**src/imvu_defs.vh**
```
// constants for the interrupt mask and vector unit
// Notes on behaviour
// - masked source still posts, never goes pending
// - posting ignores the upper mask bits
// - mask bit 5 gates usb wakeup
// - mask bits 4..0 gate endpoints 8..4
// - soft post select steers clear-register writes
// - vector read gives lowest pending vector byte
// - nothing pending reads as zero
// - serviced interrupt leaves the pending set
// - any vector write with lane 0 on clears all posted
// - select clear: written zero clears posted
// - select set: written one posts interrupt
`ifndef IMVU_DEFS_VH
`define IMVU_DEFS_VH

// source count and field widths
`define IMVU_NSRC 6
`define IMVU_SRC_W 3
`define IMVU_ADDR_W 12
`define IMVU_IDX_W 10
`define IMVU_STAT_W 2

// register indices; byte address is four times the index
`define IMVU_IDX_CLEAR 10'h0DC
`define IMVU_IDX_MASK 10'h0DE
`define IMVU_IDX_SWEN 10'h0E1
`define IMVU_IDX_VEC 10'h0E2
`define IMVU_IDX_ISTAT 10'h0F0
`define IMVU_IDX_IMASK 10'h0F1

// reset values
`define IMVU_RST_MASK 6'h00
`define IMVU_RST_SWEN 1'h0
`define IMVU_RST_STAT 2'h0
`define IMVU_RST_VEC 8'h00
`define IMVU_RST_WORD 32'h00000000
`define IMVU_RST_STRB 4'h0

// field positions
`define IMVU_SWEN_BIT 0
`define IMVU_STAT_PEND 0
`define IMVU_STAT_CLRALL 1

// vector low bytes, index 0 (endpoint 4) has top priority
`define IMVU_VEC_NONE 8'h00
`define IMVU_VEC_EP4 8'h40
`define IMVU_VEC_EP5 8'h44
`define IMVU_VEC_EP6 8'h48
`define IMVU_VEC_EP7 8'h4C
`define IMVU_VEC_EP8 8'h50
`define IMVU_VEC_WAKE 8'h54

// bus responses
`define IMVU_RESP_OKAY 2'h0
`define IMVU_RESP_SLVERR 2'h2

`endif

```
**src/imvu_post_cell.v**
```verilog
// one posted-interrupt flag with set-wins-over-clear
`timescale 1ns/1ps
`default_nettype none

module imvu_post_cell (
  // clock and reset
  input wire aclk,
  input wire aresetn,
  // set requests
  input wire hw_post,
  input wire sw_post,
  // clear requests
  input wire sw_clear,
  input wire ack_clear,
  input wire all_clear,
  // flag
  output reg posted
);

  // any post request this cycle
  wire set_req;
  // any clear request this cycle
  wire clr_req;

  assign set_req = hw_post | sw_post;
  assign clr_req = sw_clear | ack_clear | all_clear;

  // flag update; a post beats a clear so no request is lost
  always @(posedge aclk) begin
    if (!aresetn) begin
      posted <= 1'b0;
    end else if (set_req) begin
      // set wins
      posted <= 1'b1;
    end else if (clr_req) begin
      posted <= 1'b0;
    end
  end

endmodule // imvu_post_cell

`default_nettype wire

```
**src/imvu_prio_enc.v**
```verilog
// fixed-priority encoder from pending flags to vector byte
`timescale 1ns/1ps
`default_nettype none
`include "imvu_defs.vh"

module imvu_prio_enc (
  // pending flags
  input wire [`IMVU_NSRC-1:0] pending,
  // winner
  output reg [7:0] vector,
  output reg [`IMVU_NSRC-1:0] winner
);

  // vector byte of one source index
  function [7:0] vec_of;
    input [`IMVU_SRC_W-1:0] idx;
    begin
      case (idx)
        3'h0: vec_of = `IMVU_VEC_EP4;
        3'h1: vec_of = `IMVU_VEC_EP5;
        3'h2: vec_of = `IMVU_VEC_EP6;
        3'h3: vec_of = `IMVU_VEC_EP7;
        3'h4: vec_of = `IMVU_VEC_EP8;
        3'h5: vec_of = `IMVU_VEC_WAKE;
        default: vec_of = `IMVU_VEC_NONE;
      endcase
    end
  endfunction

  integer i;

  // scan low priority upward so the lowest index ends as winner
  always @* begin
    vector = `IMVU_VEC_NONE;
    winner = {`IMVU_NSRC{1'b0}};
    for (i = `IMVU_NSRC - 1; i >= 0; i = i - 1) begin
      if (pending[i]) begin
        vector = vec_of(i[`IMVU_SRC_W-1:0]);
        winner = {`IMVU_NSRC{1'b0}};
        winner[i] = 1'b1;
      end
    end
  end

endmodule // imvu_prio_enc

`default_nettype wire

```
**src/imvu_top.v**
```verilog
// interrupt mask and vector unit with an axi4-lite register slave
`timescale 1ns/1ps
`default_nettype none
`include "imvu_defs.vh"

module imvu_top (
  // clock and reset
  input wire aclk,
  input wire aresetn,
  // axi4-lite write address
  input wire awvalid,
  output wire awready,
  input wire [`IMVU_ADDR_W-1:0] awaddr,
  input wire [2:0] awprot,
  // axi4-lite write data
  input wire wvalid,
  output wire wready,
  input wire [31:0] wdata,
  input wire [3:0] wstrb,
  // axi4-lite write response
  output reg bvalid,
  input wire bready,
  output reg [1:0] bresp,
  // axi4-lite read address
  input wire arvalid,
  output wire arready,
  input wire [`IMVU_ADDR_W-1:0] araddr,
  input wire [2:0] arprot,
  // axi4-lite read data
  output reg rvalid,
  input wire rready,
  output reg [31:0] rdata,
  output reg [1:0] rresp,
  // peripheral sources: bit 0 endpoint4 .. bit 4 endpoint8, bit 5 wakeup
  input wire [`IMVU_NSRC-1:0] src_post,
  output reg [`IMVU_NSRC-1:0] src_clear,
  // cpu core side
  output reg cpu_irq_req,
  output reg [7:0] cpu_vector,
  input wire cpu_ack,
  // summary interrupt
  output reg irq
);

  // software state
  reg [`IMVU_NSRC-1:0] upper_source_mask; // one unmasks
  reg soft_post_select; // steers clear-register writes
  reg [`IMVU_STAT_W-1:0] irq_status; // sticky events
  reg [`IMVU_STAT_W-1:0] irq_mask; // event enables

  // write channel holding registers
  reg aw_held;
  reg [`IMVU_ADDR_W-1:0] aw_addr;
  reg w_held;
  reg [31:0] w_data;
  reg [3:0] w_strb;

  // posted and pending flags
  wire [`IMVU_NSRC-1:0] posted;
  wire [`IMVU_NSRC-1:0] pending;
  wire [`IMVU_NSRC-1:0] winner;
  wire [7:0] enc_vector;
  reg pending_any_q; // for the rising-edge event

  // write strobes decoded from the held address
  wire do_write;
  wire lane0;
  wire wr_clear;
  wire wr_mask;
  wire wr_swen;
  wire wr_vec;
  wire wr_istat;
  wire wr_imask;
  wire wr_mapped;

  // per-source software post and clear
  wire [`IMVU_NSRC-1:0] sw_post;
  wire [`IMVU_NSRC-1:0] sw_clear;
  wire [`IMVU_NSRC-1:0] ack_clear;

  // event pulses
  wire ev_pend;
  wire ev_clrall;
  wire [`IMVU_STAT_W-1:0] ev_vec;
  reg [`IMVU_STAT_W-1:0] next_irq_status;

  // read mux result
  reg [7:0] rd_byte;
  reg rd_ok;

  // true when a byte address lands on the given register index
  function hit;
    input [`IMVU_ADDR_W-1:0] addr;
    input [`IMVU_IDX_W-1:0] idx;
    begin
      // low two address bits are ignored
      hit = (addr[`IMVU_ADDR_W-1:2] == idx);
    end
  endfunction

  // ------------------------------------------------------------
  // write path of the slave
  // ------------------------------------------------------------

  // address and data are taken independently and held
  assign awready = !aw_held;
  assign wready = !w_held;
  // write acts once both are held and the last answer is gone
  // hazard: a held pair waits while the last answer still stands
  assign do_write = aw_held & w_held & !bvalid;
  // registers are eight bits wide, so only lane 0 carries data
  assign lane0 = w_strb[0];
  // limitation: a write with lane 0 off is answered but lands nowhere

  // per-register write strobes, one hot at most
  assign wr_clear = do_write & lane0 & hit(aw_addr, `IMVU_IDX_CLEAR);
  assign wr_mask = do_write & lane0 & hit(aw_addr, `IMVU_IDX_MASK);
  assign wr_swen = do_write & lane0 & hit(aw_addr, `IMVU_IDX_SWEN);
  assign wr_vec = do_write & lane0 & hit(aw_addr, `IMVU_IDX_VEC);
  assign wr_istat = do_write & lane0 & hit(aw_addr, `IMVU_IDX_ISTAT);
  assign wr_imask = do_write & lane0 & hit(aw_addr, `IMVU_IDX_IMASK);
  // decoding for the response ignores the lanes
  assign wr_mapped = hit(aw_addr, `IMVU_IDX_CLEAR) | hit(aw_addr, `IMVU_IDX_MASK) |
                     hit(aw_addr, `IMVU_IDX_SWEN) | hit(aw_addr, `IMVU_IDX_VEC) |
                     hit(aw_addr, `IMVU_IDX_ISTAT) | hit(aw_addr, `IMVU_IDX_IMASK);

  // channel holding and response
  always @(posedge aclk) begin
    if (!aresetn) begin
      aw_held <= 1'b0;
      aw_addr <= {`IMVU_ADDR_W{1'b0}};
      w_held <= 1'b0;
      w_data <= `IMVU_RST_WORD;
      w_strb <= `IMVU_RST_STRB;
      bvalid <= 1'b0;
      bresp <= `IMVU_RESP_OKAY;
    end else begin
      // capture address
      if (awvalid && awready) begin
        aw_held <= 1'b1;
        aw_addr <= awaddr;
      end
      // capture data
      // the strobe decides later whether the write lands
      if (wvalid && wready) begin
        w_held <= 1'b1;
        w_data <= wdata;
        w_strb <= wstrb;
      end
      // perform and answer
      if (do_write) begin
        aw_held <= 1'b0;
        w_held <= 1'b0;
        bvalid <= 1'b1;
        bresp <= wr_mapped ? `IMVU_RESP_OKAY : `IMVU_RESP_SLVERR;
      end else if (bvalid && bready) begin
        // answer taken by the master
        bvalid <= 1'b0;
      end
    end
  end

  // ------------------------------------------------------------
  // software registers
  // ------------------------------------------------------------

  // mask, select and event mask storage
  always @(posedge aclk) begin
    if (!aresetn) begin
      upper_source_mask <= `IMVU_RST_MASK;
      soft_post_select <= `IMVU_RST_SWEN;
      irq_mask <= `IMVU_RST_STAT;
    end else begin
      if (wr_mask) begin
        upper_source_mask <= w_data[`IMVU_NSRC-1:0];
      end
      if (wr_swen) begin
        soft_post_select <= w_data[`IMVU_SWEN_BIT];
      end
      // event mask for the summary interrupt
      if (wr_imask) begin
        irq_mask <= w_data[`IMVU_STAT_W-1:0];
      end
    end
  end

  // ------------------------------------------------------------
  // posted flags, one cell per source
  // ------------------------------------------------------------

  assign sw_clear = (wr_clear && !soft_post_select) ?
                    ~w_data[`IMVU_NSRC-1:0] : {`IMVU_NSRC{1'b0}};
  assign sw_post = (wr_clear && soft_post_select) ?
                   w_data[`IMVU_NSRC-1:0] : {`IMVU_NSRC{1'b0}};
  // the winner is taken in the ack cycle, so a newer, higher source
  // posted meanwhile is the one dropped; the core should ack promptly
  // serviced source dropped
  assign ack_clear = cpu_ack ? winner : {`IMVU_NSRC{1'b0}};

  // one flag cell per source; the cell settles post against clear
  // a post in the clear-all cycle survives, so no request is lost
  genvar g;
  generate
    for (g = 0; g < `IMVU_NSRC; g = g + 1) begin : g_src
      imvu_post_cell u_cell (
        .aclk(aclk),
        .aresetn(aresetn),
        .hw_post(src_post[g]),
        .sw_post(sw_post[g]),
        .sw_clear(sw_clear[g]),
        .ack_clear(ack_clear[g]),
        .all_clear(wr_vec),
        .posted(posted[g])
      );
    end
  endgenerate

  assign pending = posted & upper_source_mask;

  imvu_prio_enc u_enc (
    .pending(pending),
    .vector(enc_vector),
    .winner(winner)
  );

  // ------------------------------------------------------------
  // cpu side and source clear lines
  // ------------------------------------------------------------

  // registered so the core sees clean levels; one cycle behind flags
  always @(posedge aclk) begin
    if (!aresetn) begin
      cpu_irq_req <= 1'b0;
      cpu_vector <= `IMVU_RST_VEC;
      src_clear <= {`IMVU_NSRC{1'b0}};
      pending_any_q <= 1'b0;
    end else begin
      cpu_irq_req <= |pending;
      // vector as the core fetches it
      cpu_vector <= enc_vector;
      src_clear <= wr_vec ? {`IMVU_NSRC{1'b1}} : {`IMVU_NSRC{1'b0}};
      // remembers whether anything pended last cycle
      pending_any_q <= |pending;
    end
  end

  // ------------------------------------------------------------
  // sticky event status and summary interrupt
  // ------------------------------------------------------------

  // events: pending set became non-empty, or a clear-all write
  assign ev_pend = (|pending) & !pending_any_q;
  assign ev_clrall = wr_vec;
  assign ev_vec = {ev_clrall, ev_pend};

  // write one to clear, but a fresh event in the same cycle survives
  always @* begin
    next_irq_status = irq_status;
    // clear first, then let the events in
    if (wr_istat) begin
      next_irq_status = irq_status & ~w_data[`IMVU_STAT_W-1:0];
    end
    next_irq_status = next_irq_status | ev_vec;
  end

  // status flops and level interrupt
  // irq follows the next status so a fresh event shows at once
  always @(posedge aclk) begin
    if (!aresetn) begin
      irq_status <= `IMVU_RST_STAT;
      irq <= 1'b0;
    end else begin
      irq_status <= next_irq_status;
      irq <= |(next_irq_status & irq_mask);
    end
  end

  // ------------------------------------------------------------
  // read path of the slave
  // ------------------------------------------------------------

  // one read at a time; address refused while data waits
  assign arready = !rvalid;

  // read mux; upper bits of the word read as zero
  always @* begin
    rd_byte = 8'h00;
    rd_ok = 1'b1;
    if (hit(araddr, `IMVU_IDX_CLEAR)) begin
      // posted flags, masked or not
      rd_byte = {2'h0, posted};
    end else if (hit(araddr, `IMVU_IDX_MASK)) begin
      // mask bits, one unmasks
      rd_byte = {2'h0, upper_source_mask};
    end else if (hit(araddr, `IMVU_IDX_SWEN)) begin
      // select bit alone
      rd_byte = {7'h00, soft_post_select};
    end else if (hit(araddr, `IMVU_IDX_VEC)) begin
      rd_byte = enc_vector;
    end else if (hit(araddr, `IMVU_IDX_ISTAT)) begin
      // sticky events
      rd_byte = {6'h00, irq_status};
    end else if (hit(araddr, `IMVU_IDX_IMASK)) begin
      // event enables
      rd_byte = {6'h00, irq_mask};
    end else begin
      // unmapped: zero data, slave error
      rd_ok = 1'b0;
    end
  end

  // read data capture and hold until taken
  // state is sampled at the address edge, not when the data is taken
  always @(posedge aclk) begin
    if (!aresetn) begin
      rvalid <= 1'b0;
      rdata <= `IMVU_RST_WORD;
      rresp <= `IMVU_RESP_OKAY;
    end else if (arvalid && arready) begin
      rvalid <= 1'b1;
      rdata <= {24'h000000, rd_byte};
      rresp <= rd_ok ? `IMVU_RESP_OKAY : `IMVU_RESP_SLVERR;
    end else if (rvalid && rready) begin
      rvalid <= 1'b0;
    end
  end

endmodule // imvu_top

`default_nettype wire

```
**config.mk**
```make
export PLATFORM = sky130hd
export DESIGN_NAME = imvu_top
export DESIGN_NICKNAME = d
export VERILOG_FILES = /design/src/imvu_post_cell.v /design/src/imvu_prio_enc.v /design/src/imvu_top.v
export VERILOG_INCLUDE_DIRS = /design/src
export SDC_FILE = /design/constraint.sdc
export NUM_CORES = 1
export LEC_CHECK = 0
export BUFFER_PORTS_ARGS = -buffer_cell sky130_fd_sc_hd__buf_4
export CORE_ASPECT_RATIO = 1.4
export CORE_MARGIN = 1
export CORE_UTILIZATION = 46
export CTS_CLUSTER_SIZE = 12
export DETAILED_ROUTE_END_ITERATION = 8
export PLACE_DENSITY_LB_ADDON = 0.05
export SETUP_SLACK_MARGIN = 0.05
export SKIP_LAST_GASP = 1
export SYNTH_ARGS = -nofsm -noshare
export SYNTH_HDL_FRONTEND = slang
export SYNTH_SLANG_ARGS = --single-unit
export TNS_END_PERCENT = 50
```
**constraint.sdc**
```tcl
create_clock -name aclk -period 2.2 [get_ports aclk]
set_clock_uncertainty 0.1 [all_clocks]
set_input_delay 0.22 -clock aclk [delete_from_list [all_inputs] [get_ports aclk]]
set_output_delay 0.22 -clock aclk [all_outputs]
set_load 0.03 [all_outputs]
```
==> results of run 1 <==
[cell families after synthesis]
family                 share of synthesized area [%]
AO/OA/AOI/OAI                                   16.4
buffers and inverters                           14.6
multiplexers                                    6.92
AND/OR/NAND/NOR                                 22.9
other                                          0.136
flip-flops                                      39.1
[state kept, by name, summed over array words and instances, names as in the netlist, 2 cells and up]
register             cells
irq_mask                 2
upper_source_mask        6
g_src.u_cell.posted      6
aw_addr                 10
rdata                    7
w_data                   6
cpu_vector               4
irq_status               2
[per-stage QoR]
stage                     utilization (%)  area (um2)  instances
after floorplan                         -        2880        356
after global placement               54.1        3150        448
after detailed placement             54.1        3150        448
after CTS                            55.8        3250        457
after global routing                 55.8        3250        457
final                                55.8        3250        457
[cells in the final DEF, fill, tap and decap left out, drive strengths merged, types with 2 or more instances in the layout]
cell,instances
a311oi,2
inv,13
conb,31
nor2,34
nand4bb,2
nor3,10
nor4,6
mux2i,18
nand2,37
a211oi,5
a32oi,5
a22oi,3
buf,71
a22o,2
a41oi,3
nor2b,3
a21oi,27
o22ai,4
o21ai,11
and4b,3
clkinv,3
nand4,8
clkbuf,5
and2,2
dfxtp,54
a31oi,2
nand3,4
and2b,2
[routing by layer]
layer	up-vias	GRT usage, %	share of wire [%]
met5	-	0	0
met4	0	7.27	1.3
met3	6	3.76	4.4
met2	78	35.6	53
met1	1061	23.5	41
li1	1211	-	-
[power by group through the flow]
stage,clock network [uW],logic [uW],registers [uW]
floorplan,0,240,1090
global route,621,358,1070
global placement,0,321,1080
detailed placement,0,326,1080
finish,561,324,1060
CTS,577,328,1060
[worst max-delay path: stages (launching register included)]
cell      delay (ps)
dfxtp_1          400
nand4b_1         220
nor4b_2          440
nand2_2          230
a311oi_1         320
a211oi_1          90
[final timing paths]
kind / depth (start not counted) / to / from
max reg2reg: 5 / g_src[2].u_cell.posted / aw_addr[6]
min: 3 / w_data[3] / wdata[3]
max: 5 / g_src[2].u_cell.posted / aw_addr[6]
min reg2reg: 2 / aw_addr[11] / aw_addr[11]
[area by class of cell]
type	instances	area [um2]	share of cell area [%]
well taps	70	87.6	2.70
multi-input cells	239	1400	42.9
clock inverters	3	21.3	0.655
clock buffers	5	68.8	2.12
flip-flops and latches	54	1080	33.3
repair buffers	72	543	16.7
inverters	14	52.6	1.62
[timing repair]
item,in CTS,in global routing
resized for setup,0,0
endpoints found under the hold margin,1,0
hold buffers,1,0
==> results.cfg, run 1 <==
[global_routing]
grt_pass1_vias = 2175
grt_max_degree = 26
grt_overflow = 0
antenna_found_initial = 0
grt_pass1_wl_mm = 9.86
grt_usage_pct = 20.2

[timing]
slew_viol_final = 0
fmax_mhz = 524
final-hold-violation-count = 0
rsz0062_at_grt = no
hold_slack_ps = 43.0
setup_tns_ps = 0
setup_viol = 0
setup_ws_ps = 292
min_period_over_period_pct = 86.7
period_needed_ps = 1910

[cts]
clk_path_buf_depth = 2
cts-root-buf = clkbuf_8
numCtsBuffers = 5
clk_latency_ps = 310
path_clk_slew_ps = 100
post_cts_buffers = 0
h-tree-depth = 2
cts_num_sinks = 54
tritoncts = done

[power_and_ir_drop]
total_power_uw = 1940
internal_power_uw = 1360
power.density_nw_per_um2 = 598
seq_power_share_pct = 54.5
power_switching_share_pct = 29.8
p_leak_uw = 0.00139
vdd_drop_max_mv = 0.354
p_clk_share_pct = 28.8
power_frac_comb_pct = 16.7
switching_power_uw = 580

[logic_synthesis]
yosysMostFrequentCell = dfxtp_1
synth_edf_count = 0
yosysUniqueCellTypes = 51
ys.flop_type = dfxtp_1
synth-async-reset-ratio_pct = 0
synth_largest_area_cell = dfxtp_1
ys_top_cells_by_count = dfxtp_1 (54), buf_4 (36), nand2_1 (36)
synth-seq-cells = 54
synth_area_leaders = dfxtp_1 (39%), buf_4 (9.8%), mux2i_1 (6.5%)
yosysWarnings = 0
synth_top_area_share_pct = 39.1
syn_inst = 326
avgSynthCellArea_um2 = 8.49
ys_seq_area_share_pct = 39.1
syn_area_um2 = 2770

[finish]
fillers = 580
drive_above_1_share_pct = 23.3
n_antenna_cell = 0
syn_to_final_growth_pct = 17.5
nets = 466

[die]
ios = 137
design.die.area_um2 = 6330
rows = 33
core_area_um2 = 5820
die-width_um = 67.5
die_h_um = 93.8
start_util_pct = 47.5

[worst_hold_path]
hold_class = in2reg

[routing]
vias_per_cell = 5.16
dr_total_vias = 2356
detail-route-antenna-nets = 0
totalWireLength_mm = 5.92
dr.pass1.iters = 4
wire_per_inst_um = 13.0
drt_iter0_drc = 171
post-route-drc-count = 0

[placed_design]
post-place-ws_ps = 319
gp_congestion = 0.819
portBuffers = 66
hpwl_mm = 4.58

[critical_path]
required_ps = 2300
reg2reg_slack_ps = 290
worst_setup_path_start_kind = flip-flop
cp_max_fo = 9
critPathArrivalTime_ps = 2010
end_kind = flip-flop
path_class = reg2reg

[run]
maxCapViolations = 0

[status]
outcome = finished, final reports clean
(Power assumes the default switching activity.)
==> run 2: changes to the inputs <==
--- a/config.mk
+++ b/config.mk
@@ -12,9 +12,10 @@
 export CORE_UTILIZATION = 46
 export CTS_CLUSTER_SIZE = 12
 export DETAILED_ROUTE_END_ITERATION = 8
-export PLACE_DENSITY_LB_ADDON = 0.05
+export PLACE_DENSITY = 0.8
 export SETUP_SLACK_MARGIN = 0.05
 export SKIP_LAST_GASP = 1
+export SLEW_MARGIN = 25
 export SYNTH_ARGS = -nofsm -noshare
 export SYNTH_HDL_FRONTEND = slang
 export SYNTH_SLANG_ARGS = --single-unit
==> run 2 against run 1 <==
  * Die area stayed put
  * Final cell count fell by 0.22%
  * Combinational power hardly changed
  * First-iteration DRC count fell by 40%
  * Critical endpoint is now g_src[0].u_cell.posted
==> results.cfg, run 2 (synthesis results as in run 1) <==
[critical_path]
r2r_start = aw_addr[6]
crit_path_max_incr_delay_ps = 480
required_ps = 2290
r2r_end = g_src[0].u_cell.posted
r2r_cells = 5
worst_setup_path_start_kind = flip-flop
cp_max_fo = 7
end_kind = flip-flop
reg2reg_slack_ps = 220
slowest_stage = dfxtp_1
cp-startpoint = aw_addr[6]
critPathArrivalTime_ps = 2060
path_class = reg2reg
cp.buffers_inverters = 1
worstPathCellList = inv_2, nor4_4, nand4bb_1, a211oi_1, nor3_1
crit_family = simple AND/OR/NAND/NOR gates

[routing]
detail-route-antenna-nets = 0
dr_total_vias = 2405
post-route-drc-count = 0
drt_iter0_drc = 102
wire_per_inst_um = 13.4
totalWireLength_mm = 6.13
dr.pass1.iters = 4
vias_per_cell = 5.27

[timing]
setup_viol = 0
rsz0062_at_grt = no
fmax_mhz = 506
final-hold-violation-count = 0
tightest_slew_ps = 621
relSlewSlack_pct = 58.5
slew_viol_final = 0
setup_tns_ps = 0
period_needed_ps = 1980
min_period_over_period_pct = 89.9

[finish]
finalNonFillerCells = 456
final_cell_mix = buf_4 (70), dfxtp_1 (54), nand2_1 (36)
final_common_cell = buf_4
nets = 465
final_util_pct = 56.0
n_antenna_cell = 0
regMostFlops = aw_addr
largest_reg_flops = 10
largestRegisters = aw_addr (10), rdata (7)
fillers = 559
syn_to_final_growth_pct = 17.9
drive_above_1_share_pct = 22.8

[global_routing]
grt_usage_pct = 20.5
grt_overflow = 0
grt_pass1_wl_mm = 9.85
grt_pass1_vias = 2188
antenna_found_initial = 0
grt_max_degree = 17

[power_and_ir_drop]
p_clk_share_pct = 32.3
p_leak_uw = 0.00140
power_frac_comb_pct = 16.0
seq_power_share_pct = 51.8
vdd_drop_max_mv = 0.491
power.density_nw_per_um2 = 626
total_power_uw = 2040
internal_power_uw = 1480
power_switching_share_pct = 27.7
switching_power_uw = 566

[cts]
cts_resized = 0
clk_latency_ps = 300
post_cts_buffers = 0
tritoncts = done
clk_path_buf_depth = 2
numCtsBuffers = 5
h-tree-depth = 2
cts-root-buf = clkbuf_8
cts_num_sinks = 54
path_clk_slew_ps = 100

[die]
rows = 33
design.die.area_um2 = 6330
die_h_um = 93.8
ios = 137
die-width_um = 67.5
core_area_um2 = 5820
start_util_pct = 47.5

[status]
outcome = finished, final reports clean

[run]
maxCapViolations = 0

[placed_design]
gp_congestion = 0.833
dp.cells = 447
hpwl_mm = 4.63
portBuffers = 66

[worst_hold_path]
hold_class = in2reg
min_to = w_data[4]
worstHoldStart = wdata[4]
min_path_cells = 3
==> run 2: cell types whose count changed in the layout (fill, tap and decap cells not counted) <==
cell,delta
bufinv_16,+1
buf_4,-1
clkbuf_1,+1
clkinv_4,-1
clkinv_2,-1
==> run 2: per-stage QoR <==
step	hold slack [ps]	worst slack, ps	instance area (um2)
4_1_cts	43.2	228	3260
5_1_grt	50.2	72.5	3260
2_1_floorplan	219	245	2880
6_report	45.3	223	3260
3_3_place_gp	303	414	3140
3_5_place_dp	311	259	3140
==> run 2: layer usage <==
| metal | share of wire (%) | vias up | track usage (%) |
|---|---|---|---|
| met4 | 1.8 | 0 | 6.91 |
| li1 | - | 1210 | - |
| met5 | 0 | - | 0 |
| met3 | 5.2 | 11 | 4.73 |
| met1 | 39 | 1109 | 22.2 |
| met2 | 54 | 75 | 37.3 |
==> run 2: worst reg2reg max path: cells and delay by family, from the launching register on <==
family	cells	cell delay (ps)
AND/OR/NAND/NOR	3	830
buffers and inverters	1	110
AO/OA/AOI/OAI	1	340
flip-flops	1	480
==> run 2: timing repair <==
item,CTS,global route
setup endpoints to repair,0,0
hold buffers,1,0
endpoints found under the hold margin,1,0
==> run 2: worst max path at each step <==
stage | endpoint | slack [ps] | cells after the start
2_1_floorplan | g_src[2].u_cell.posted | 250 | 8
3_3_place_gp | g_src[1].u_cell.posted | 410 | 5
3_5_place_dp | g_src[0].u_cell.posted | 260 | 5
4_1_cts | g_src[0].u_cell.posted | 230 | 5
5_1_grt | g_src[0].u_cell.posted | 70 | 5
6_report | g_src[0].u_cell.posted | 220 | 5
==> run 2: power groups by stage <==
stage | combinational, uW | clock (uW) | sequential (uW)
finish | 326 | 659 | 1060
global route | 358 | 706 | 1070
CTS | 325 | 674 | 1060
detailed placement | 323 | 0 | 1080
global placement | 317 | 0 | 1080
floorplan | 240 | 0 | 1090
==> run 2: layout make-up <==
type	count	area (um2)	share of cell area (%)
clock buffer	6	72.6	2.22
clock inverter	2	37.5	1.15
inverter	14	52.6	1.61
multi-input combinational	239	1400	42.8
sequential	54	1080	33.1
tap	70	87.6	2.69
timing repair buffer	71	536	16.4
==> run 3: changes to the inputs <==
--- a/config.mk
+++ b/config.mk
@@ -12,7 +12,7 @@
 export CORE_UTILIZATION = 46
 export CTS_CLUSTER_SIZE = 12
 export DETAILED_ROUTE_END_ITERATION = 8
-export PLACE_DENSITY = 0.8
+export PLACE_DENSITY = 0.78
 export SETUP_SLACK_MARGIN = 0.05
 export SKIP_LAST_GASP = 1
 export SLEW_MARGIN = 25
==> run 3 against run 2 <==
  * Sequential share of layout area rose by 0.11 points
  * Register-to-register slack improved by 80 ps
  * Core utilization shrank 0.19 points
  * Wire length decreased by 6.0%
  * Critical endpoint is now g_src[3].u_cell.posted
  * Largest power group unchanged
  * Highest routed layer unchanged
==> results.cfg, run 3 (synthesis results as in run 1) <==
[cts]
cts_num_sinks = 54
post_cts_buffers = 0
h-tree-depth = 2
cts-root-buf = clkbuf_8
path_clk_slew_ps = 90
numCtsBuffers = 5
clk_latency_ps = 310
cts_resized = 0
tritoncts = done
clk_path_buf_depth = 2

[critical_path]
r2r_end = g_src[3].u_cell.posted
cp-endpoint = g_src[3].u_cell.posted
reg2reg_slack_ps = 300
r2r_start = aw_addr[6]
path_class = reg2reg
worstPathCellList = nand4b_1, nor4b_2, nand2_2, a311oi_1, a211oi_1
r2r_cells = 5
end_kind = flip-flop
cp-startpoint = aw_addr[6]
worst_setup_path_start_kind = flip-flop
slowest_stage = nor4b_2
required_ps = 2300
cp_max_fo = 9
critPathArrivalTime_ps = 1990
crit_path_max_incr_delay_ps = 440

[die]
core_area_um2 = 5820
design.die.area_um2 = 6330
die_h_um = 93.8
ios = 137
die-width_um = 67.5
start_util_pct = 47.5
rows = 33

[global_routing]
grt_max_degree = 29
grt_pass1_wl_mm = 9.14
grt_pass1_vias = 2134
antenna_found_initial = 0
grt_usage_pct = 18.8
grt_overflow = 0

[finish]
final_common_cell = buf_4
drive_above_1_share_pct = 23.0
final_util_pct = 55.8
finalNonFillerCells = 457
syn_to_final_growth_pct = 17.5
nets = 466
regMostFlops = aw_addr
fillers = 577
final_cell_mix = buf_4 (71), dfxtp_1 (54), nand2_1 (36)
n_antenna_cell = 0
largestRegisters = aw_addr (10), rdata (7)
largest_reg_flops = 10
finish.instance_area_um2 = 3250

[power_and_ir_drop]
vdd_drop_max_mv = 0.409
power.density_nw_per_um2 = 598
total_power_uw = 1940
p_leak_uw = 0.00140

[timing]
period_needed_ps = 1900
slew_viol_final = 0
setup_viol = 0
fmax_mhz = 527
setup_tns_ps = 0
min_period_over_period_pct = 86.2
final-hold-violation-count = 0
rsz0062_at_grt = no

[routing]
wire_per_inst_um = 12.6
vias_per_cell = 5.28
totalWireLength_mm = 5.76
drt_iter0_drc = 63
dr.pass1.iters = 5
detail-route-antenna-nets = 0
post-route-drc-count = 0
dr_total_vias = 2415

[worst_hold_path]
hold_class = in2reg

[placed_design]
portBuffers = 66
placed_area_um2 = 3150
dp.cells = 448
hpwl_mm = 4.56
gp_congestion = 0.867

[status]
outcome = finished, final reports clean

[run]
maxCapViolations = 0
-- run 3: final cells by class --
cell class,instances,area [um2],share of cell area (%)
clock buffer,7,86.3,2.66
clock inverter,1,5.00,0.154
inverter,14,52.6,1.62
multi-input combinational,239,1400,42.9
sequential,54,1080,33.3
tap,70,87.6,2.69
timing repair buffer,72,543,16.7
-- run 3: what timing repair did --
action / 4_1_cts / 5_1_grt
hold buffers: 1 / 0
endpoints found under the setup margin: 0 / 0
hold endpoints to repair: 1 / 0
-- run 3: stage by stage --
step | hold slack (ps) | worst slack [ps]
finish | 47.0 | 304
global route | 40.5 | 177
CTS | 47.8 | 310
detailed placement | 307 | 345
global placement | 304 | 410
floorplan | 219 | 245
-- run 3: layer usage --
layer	track usage (%)	share of wire, %	vias up
met1	19.8	38	1100
met3	3.64	5.3	12
li1	-	-	1210
met4	9.40	2.4	0
met2	34.0	54	93
met5	0	0	-
-- run 3: worst min-delay path by stage --
| stage | start | endpoint | slack (ps) | cells past startpoint |
|---|---|---|---|---|
| after floorplan | rready | rvalid | 220 | 1 |
| after global placement | rready | rvalid | 300 | 2 |
| after detailed placement | rready | rvalid | 310 | 2 |
| after CTS | wdata[0] | w_data[0] | 50 | 3 |
| after global routing | wdata[5] | w_data[5] | 40 | 3 |
| final | wdata[0] | w_data[0] | 50 | 3 |
-- run 3: critical path: cells and delay by family (launching register included) --
| kind | cells | cell delay (ps) |
|---|---|---|
| compound gates | 2 | 410 |
| flops | 1 | 390 |
| simple gates | 3 | 890 |
-- run 3: where the power goes --
group / switching, uW / total [uW] / internal [uW]
registers: 38.8 / 1060 / 1020
clock network: 305 / 560 / 254
logic: 205 / 326 / 122
total: 549 / 1940 / 1390
